--- src/shared/dac_ctrl_pkg.sv ---
// Constants for the converter control register block
package dac_ctrl_pkg;
    localparam logic [7:0] ADDR_DATA_LOW = 8'hFB;
    localparam logic [7:0] ADDR_DATA_HIGH = 8'hFC;
    localparam logic [7:0] ADDR_CONTROL = 8'hFD;
    localparam logic [7:0] RESET_BYTE = 8'h00;
    localparam int BIT_ENABLE = 0;
    localparam int BIT_CLEAR_N = 1;
    localparam int BIT_RANGE = 2;
    localparam int BIT_EIGHT = 3;
    localparam int BIT_PIN = 4;
    localparam int CODE_W = 12;
    localparam logic [3:0] HIGH_NIBBLE_MASK = 4'hF;
    localparam logic [11:0] CODE_RESET = 12'h000;
endpackage

--- src/hw/dac_control_registers.sv ---
// Special function registers and output latch of the voltage-output converter
// Function
// - 12-bit output updates on low byte write
// - Control bit 4 selects output pin
// - Bit 3: low byte to MSBs, LSBs zero
// - Control bit 2 selects output range
// - Control bit 1 low clears data bytes
// - Control bit 0 low powers converter down
// - Control bits 7 to 5 have no effect
// - Bit 3 low: code right-justified, high nibble in high byte
module dac_control_registers
    import dac_ctrl_pkg::*;
(
    input wire logic sys_clk,
    input wire logic resetn,
    input wire logic [7:0] sfr_addr,
    input wire logic sfr_wr,
    input wire logic sfr_rd,
    input wire logic [7:0] sfr_wdata,
    output logic [7:0] sfr_rdata,
    output logic [11:0] converter_code,
    output logic output_range_select,
    output logic output_pin_select,
    output logic converter_power_down
);
    logic [7:0] control_ff, nxt_control;
    logic [7:0] data_low_ff, nxt_data_low;
    logic [7:0] data_high_ff, nxt_data_high;
    logic [11:0] code_ff, nxt_code;
    logic range_ff, nxt_range;
    logic pin_ff, nxt_pin;
    logic pd_ff, nxt_pd;
    logic [7:0] rdata_ff, nxt_rdata;
    logic wr_low, wr_high, wr_ctrl;
    logic [7:0] ctrl_eff;
    logic [11:0] new_code;
    logic clear_active;

    // Control fields must fill bits 4..0 exactly; 7..5 stay reserved
    localparam int USED_FIELDS = (1 << BIT_ENABLE) | (1 << BIT_CLEAR_N) | (1 << BIT_RANGE)
        | (1 << BIT_EIGHT) | (1 << BIT_PIN);

    if (CODE_W != 12) begin : g_code_width
        $error("converter code must be twelve bits wide");
    end
    if (USED_FIELDS != 32'h1F) begin : g_field_layout
        $error("control fields overlap or leave bits 4..0");
    end

    // A control write steers data and code logic on the same edge
    always_comb begin
        wr_low = sfr_wr && (sfr_addr == ADDR_DATA_LOW);
        wr_high = sfr_wr && (sfr_addr == ADDR_DATA_HIGH);
        wr_ctrl = sfr_wr && (sfr_addr == ADDR_CONTROL);
        ctrl_eff = wr_ctrl ? sfr_wdata : control_ff;
        clear_active = !ctrl_eff[BIT_CLEAR_N];
    end

    always_comb begin
        nxt_control = ctrl_eff;
    end

    // Reserved bits 7..5 are stored for readback and steer nothing
    always_ff @(posedge sys_clk) begin
        if (!resetn) begin
            control_ff <= RESET_BYTE;
        end else begin
            control_ff <= nxt_control;
        end
    end

    always_comb begin
        nxt_data_low = wr_low ? sfr_wdata : data_low_ff;
        nxt_data_high = wr_high ? sfr_wdata : data_high_ff;
        // Clear wins over a data write in the same cycle
        if (clear_active) begin
            nxt_data_low = RESET_BYTE;
            nxt_data_high = RESET_BYTE;
        end
    end

    always_ff @(posedge sys_clk) begin
        if (!resetn) begin
            data_low_ff <= RESET_BYTE;
            data_high_ff <= RESET_BYTE;
        end else begin
            data_low_ff <= nxt_data_low;
            data_high_ff <= nxt_data_high;
        end
    end

    // Clear empties the data bytes; the latched output holds until a low write, which then latches the cleared low byte
    always_comb begin
        if (ctrl_eff[BIT_EIGHT]) begin
            new_code = {nxt_data_low, 4'h0};
        end else begin
            new_code = {data_high_ff[3:0] & HIGH_NIBBLE_MASK, nxt_data_low};
        end
        // High byte is only staged, so a half-written code never shows
        nxt_code = wr_low ? new_code : code_ff;
    end

    always_ff @(posedge sys_clk) begin
        if (!resetn) begin
            code_ff <= CODE_RESET;
        end else begin
            code_ff <= nxt_code;
        end
    end

    always_comb begin
        nxt_range = ctrl_eff[BIT_RANGE];
        nxt_pin = ctrl_eff[BIT_PIN];
        nxt_pd = !ctrl_eff[BIT_ENABLE];
    end

    // All clear in reset; power-down rises on the first edge after release
    always_ff @(posedge sys_clk) begin
        if (!resetn) begin
            range_ff <= 1'b0;
            pin_ff <= 1'b0;
            pd_ff <= 1'b0;
        end else begin
            range_ff <= nxt_range;
            pin_ff <= nxt_pin;
            pd_ff <= nxt_pd;
        end
    end

    // Reads have no side effect; the last value stands until the next read
    always_comb begin
        nxt_rdata = rdata_ff;
        if (sfr_rd) begin
            unique case (sfr_addr)
                ADDR_DATA_LOW: nxt_rdata = data_low_ff;
                ADDR_DATA_HIGH: nxt_rdata = data_high_ff;
                ADDR_CONTROL: nxt_rdata = control_ff;
                default: nxt_rdata = RESET_BYTE;
            endcase
        end
    end

    always_ff @(posedge sys_clk) begin
        if (!resetn) begin
            rdata_ff <= RESET_BYTE;
        end else begin
            rdata_ff <= nxt_rdata;
        end
    end

    assign sfr_rdata = rdata_ff;
    assign converter_code = code_ff;
    assign output_range_select = range_ff;
    assign output_pin_select = pin_ff;
    assign converter_power_down = pd_ff;

    a_low_write_update: assert property (@(posedge sys_clk) disable iff (!resetn)
        wr_low && !ctrl_eff[BIT_EIGHT] && ctrl_eff[BIT_CLEAR_N]
        |=> converter_code == {$past(data_high_ff[3:0]), $past(sfr_wdata)})
        else $error("code not latched on low write");
    a_high_no_update: assert property (@(posedge sys_clk) disable iff (!resetn)
        !wr_low |=> $stable(converter_code))
        else $error("code changed without low write");
    a_eight_bit_code: assert property (@(posedge sys_clk) disable iff (!resetn)
        wr_low && ctrl_eff[BIT_EIGHT] && ctrl_eff[BIT_CLEAR_N]
        |=> converter_code == {$past(sfr_wdata), 4'h0})
        else $error("eight bit code wrong");
    a_pin_select: assert property (@(posedge sys_clk) disable iff (!resetn)
        wr_ctrl |=> output_pin_select == $past(sfr_wdata[BIT_PIN]))
        else $error("pin select wrong");
    a_range_select: assert property (@(posedge sys_clk) disable iff (!resetn)
        wr_ctrl |=> output_range_select == $past(sfr_wdata[BIT_RANGE]))
        else $error("range select wrong");
    a_clear_data: assert property (@(posedge sys_clk) disable iff (!resetn)
        !control_ff[BIT_CLEAR_N] && !wr_ctrl |=> data_low_ff == 8'h00 && data_high_ff == 8'h00)
        else $error("data not cleared");
    a_power_down: assert property (@(posedge sys_clk) disable iff (!resetn)
        wr_ctrl |=> converter_power_down == !$past(sfr_wdata[BIT_ENABLE]))
        else $error("power down wrong");
    a_reserved_inert: assert property (@(posedge sys_clk) disable iff (!resetn)
        wr_ctrl && !wr_low ##1 1'b1 |-> $stable(converter_code))
        else $error("reserved bits affected code");
    a_reset_outputs: assert property (@(posedge sys_clk)
        !resetn |=> converter_code == 12'h000 && !converter_power_down && !output_pin_select
            && !output_range_select)
        else $error("outputs not reset");

    a_clear_same_edge: assert property (@(posedge sys_clk) disable iff (!resetn)
        wr_ctrl && !sfr_wdata[BIT_CLEAR_N] |=> data_low_ff == 8'h00 && data_high_ff == 8'h00)
        else $error("data not cleared on control write");

    a_clear_low_write: assert property (@(posedge sys_clk) disable iff (!resetn)
        wr_low && ctrl_eff[BIT_EIGHT] && !ctrl_eff[BIT_CLEAR_N] |=> converter_code == 12'h000)
        else $error("cleared eight bit write not zero");

    a_twelve_clear: assert property (@(posedge sys_clk) disable iff (!resetn)
        wr_low && !ctrl_eff[BIT_EIGHT] && !ctrl_eff[BIT_CLEAR_N] |=> converter_code[7:0] == 8'h00)
        else $error("cleared twelve bit write not zero");

    a_eight_lsb_zero: assert property (@(posedge sys_clk) disable iff (!resetn)
        wr_low && ctrl_eff[BIT_EIGHT] |=> converter_code[3:0] == 4'h0)
        else $error("eight bit low nibble not zero");

    a_data_hold: assert property (@(posedge sys_clk) disable iff (!resetn)
        !wr_low && !wr_high && !wr_ctrl && control_ff[BIT_CLEAR_N]
        |=> $stable(data_low_ff) && $stable(data_high_ff))
        else $error("data bytes moved without a write");

    a_controls_hold: assert property (@(posedge sys_clk) disable iff (!resetn)
        !wr_ctrl && $past(resetn) |=> $stable(converter_power_down)
            && $stable(output_range_select) && $stable(output_pin_select))
        else $error("analogue controls moved without control write");

    a_read_holds: assert property (@(posedge sys_clk) disable iff (!resetn)
        !sfr_rd |=> $stable(sfr_rdata))
        else $error("read data moved without a read");

    a_low_readback: assert property (@(posedge sys_clk) disable iff (!resetn)
        sfr_rd && sfr_addr == ADDR_DATA_LOW |=> sfr_rdata == $past(data_low_ff))
        else $error("low byte readback wrong");
endmodule

--- config.mk ---
export PLATFORM = sky130hd
export DESIGN_NAME = dac_control_registers
export DESIGN_NICKNAME = d
export VERILOG_FILES = /design/src/shared/dac_ctrl_pkg.sv /design/src/hw/dac_control_registers.sv
export SDC_FILE = /design/constraint.sdc
export NUM_CORES = 1
export LEC_CHECK = 0
export BUFFER_PORTS_ARGS = -buffer_cell sky130_fd_sc_hd__buf_2
export CELL_PAD_IN_SITES_DETAIL_PLACEMENT = 0
export CELL_PAD_IN_SITES_GLOBAL_PLACEMENT = 1
export CORE_MARGIN = 3
export CORE_UTILIZATION = 40
export CTS_CLUSTER_DIAMETER = 50
export DETAILED_ROUTE_END_ITERATION = 8
export PLACE_DENSITY_LB_ADDON = 0.1
export SLEW_MARGIN = 0
export SYNTH_ARGS = -nofsm -noshare
export SYNTH_HDL_FRONTEND = slang
export SYNTH_SLANG_ARGS = --single-unit
export TNS_END_PERCENT = 10
--- constraint.sdc ---
create_clock -name sys_clk -period 2.2 [get_ports sys_clk]
set_clock_uncertainty 0.1 [all_clocks]
set_input_delay 0.44 -clock sys_clk [delete_from_list [all_inputs] [get_ports sys_clk]]
set_output_delay 0.44 -clock sys_clk [all_outputs]
set_load 0.01 [all_outputs]
==> impl_metrics.py <==
metrics = {
    "setup_path": {
        "crit_fanout": 19,
        "setup.worst_path.end_class": "flop",
        "worst_r2r_path_depth": 3,
        "crit_type": "in -> reg",
        "crit_required_ns": 2.33,
        "r2r-end": "converter_code[1]$_SDFFE_PN0N_",
        "start_kind": "input pin",
        "arrival_ns": 1.79,
        "startpoint": "sfr_addr[1]",
        "endpoint": "converter_code[0]$_SDFFE_PN0N_",
        "r2r_setup_slack_ns": 0.80,
        "rr_startpoint": "control_ff[3]$_SDFF_PN0_",
    },
    "clocking": {
        "cts_max_level": 2,
        "path_clk_slew_ns": 0.09,
        "tritoncts": "done",
        "insertion_delay_ns": 0.30,
        "postCtsSetupBuffers": 0,
        "cts_buffer_depth": 2,
        "numCtsBuffers": 5,
        "cts_resized": 0,
        "postCtsHoldBufs": 0,
        "root_buffer": "clkbuf_8",
        "cts_sinks": 45,
    },
    "sta": {
        "setup_viol": 0,
        "fin_setup_tns_ns": 0,
        "period_minus_slack_ns": 1.66,
        "fin_crit_sh_pct": 75.4,
        "finalMaxSlewViolations": 0,
        "final_hold_viol_count": 0,
        "fmax_mhz": 602,
        "whs_ns": 0.333,
        "finalWorstSetupSlack_ns": 0.540,
        "rsz0062_at_grt": "no",
        "tightestPinTransition_ns": 0.519,
        "slew_headroom_pct": 64.6,
    },
    "power_and_ir_drop": {
        "ir_drop_mv": 0.397,
        "leakagePower_nw": 0.954,
        "power.density_nw_per_um2": 630,
        "power_mw": 1.53,
    },
    "placed_design": {
        "dp_slack_ns": 0.211,
        "hpwl_mm": 4.00,
        "placed_area_um2": 2320,
        "placed_cells": 325,
        "port_buffers": 42,
        "gp_congestion": 0.793,
    },
    "die": {
        "num_rows": 25,
        "fp.dieH_um": 77.4,
        "fp.dieW_um": 77.4,
        "core-area_um2": 4820,
        "ios": 43,
        "die_area_um2": 5990,
        "floorplan.initialDensity_pct": 42.3,
    },
    "yosys": {
        "synth.avg_cell_area_um2": 9.15,
        "synth_top_area_cell": "dfxtp_1",
        "synth_cell_types": 35,
        "synthTopCellsByArea": "dfxtp_1 44%, mux2i_1 6.9%, nand2_1 6.8%",
        "netlist_area_um2": 2040,
        "synth_top_area_share_pct": 44.2,
        "ys_seq_area_share_pct": 44.2,
        "syn_inst": 223,
        "ys.flop_type": "dfxtp_1",
        "synth-seq-cells": 45,
        "yosys_warnings": 0,
        "synth-edff-count": 0,
        "yosys-top-cells-count": "45 x dfxtp_1, 37 x nand2_1, 20 x nand3_1",
        "async_reset_ff_share_pct": 0,
        "synth_nets": 243,
        "synth.most_common_cell": "dfxtp_1",
    },
    "route": {
        "vias_per_cell": 5.41,
        "wire_per_inst_um": 16.4,
        "detail-route-antenna-nets": 0,
        "drt_iter0_drc": 113,
        "num_vias": 1802,
        "routed_wl_mm": 5.46,
        "detail_route.first_pass.iterations": 4,
        "drc": 0,
    },
    "global_routing": {
        "grt_pass1_vias": 1708,
        "grt_pass1_wl_mm": 8.99,
        "grt_max_degree": 20,
        "antenna_found_initial": 0,
        "grtUsageTotal_pct": 19.4,
        "gr-total-overflow": 0,
    },
    "layout": {
        "final_cell_area_um2": 2430,
        "final_util_pct": 50.4,
        "diodes": 0,
        "layout-drive-gt1-share_pct": 24.8,
        "nets": 285,
        "area_growth_pct": 19.1,
        "fin_cells": 333,
    },
    "worst_hold_path": {
        "hold_path_class": "in -> reg",
    },
    "flow_run": {
        "drv_cap": 0,
    },
    "run_status": {
        "status": "completed",
    },
}
-- power by group --
| part | internal, mW | switching (mW) |
|---|---|---|
| clock network | 0.341 | 0.289 |
| logic | 0.0304 | 0.0547 |
| registers | 0.815 | 0.000345 |
| total | 1.19 | 0.344 |
-- per-layer routing --
metal,share of wire [%],GRT usage [%]
met5,0,0
met2,42,27.5
met1,50,28.7
met3,6.6,4.52
met4,1.3,6.41
-- final cells by class --
type | instances | area, um2
sequential | 45 | 901
multi-input combinational | 158 | 1040
timing repair buffer | 52 | 285
clock buffer | 5 | 68.8
inverter | 3 | 11.3
tap | 67 | 83.8
fill | 492 | 2390
clock inverter | 3 | 43.8
-- worst max-delay path, cell delays in order --
cell     delay (ns)
buf_2          0.11
and4b_1        0.37
and3_4         0.28
mux2_4         0.41
o21ai_0        0.17
-- how the worst min path moves through the flow --
stage	startpoint	end	slack, ns	cells after the start
global placement	converter_code[2]$_SDFFE_PN0N_	converter_code[2]$_SDFFE_PN0N_	0.34	2
CTS	sfr_wdata[0]	data_low_ff[0]$_SDFF_PN0_	0.32	3
finish	sfr_wdata[0]	data_low_ff[0]$_SDFF_PN0_	0.33	3
detailed placement	converter_code[2]$_SDFFE_PN0N_	converter_code[2]$_SDFFE_PN0N_	0.34	2
floorplan	data_low_ff[0]$_SDFF_PN0_	data_low_ff[0]$_SDFF_PN0_	0.33	2
global route	sfr_wdata[7]	data_low_ff[7]$_SDFF_PN0_	0.35	3
-- placed cells by master (no fill, tap or decap), types with 3 or more instances in the layout --
cell type	netlist	layout
a31oi_1	4	4
a21boi_0	7	7
buf_2	4	42
a22oi_1	8	8
clkbuf_8	0	5
nand4b_1	3	3
o2bb2ai_1	8	8
a22o_1	8	8
o21ai_0	5	5
nand2_1	37	37
o2111ai_1	3	3
and3_1	3	3
nor2_1	10	10
mux2i_1	14	14
dfxtp_1	45	45
nand3_1	20	20
buf_4	0	10
a21oi_1	8	8
inv_1	3	3
-- flip-flops by register name, indices dropped and copies added (netlist names) --
name	cells
control_ff	8
converter_code	12
converter_power_down	1
data_high_ff	8
data_low_ff	8
sfr_rdata	8
-- cells by family (layout without fill, tap and decap cells) --
logic type / count (synthesis) / count (layout) / share of synthesized area (%)
AND/OR/NAND/NOR: 87 / 87 / 22.3
AO/OA/AOI/OAI: 55 / 55 / 19.8
flip-flops: 45 / 45 / 44.2
buffers and inverters: 20 / 63 / 5.03
multiplexers: 16 / 16 / 8.71
Note: power is estimated with default switching activity, not from simulation.
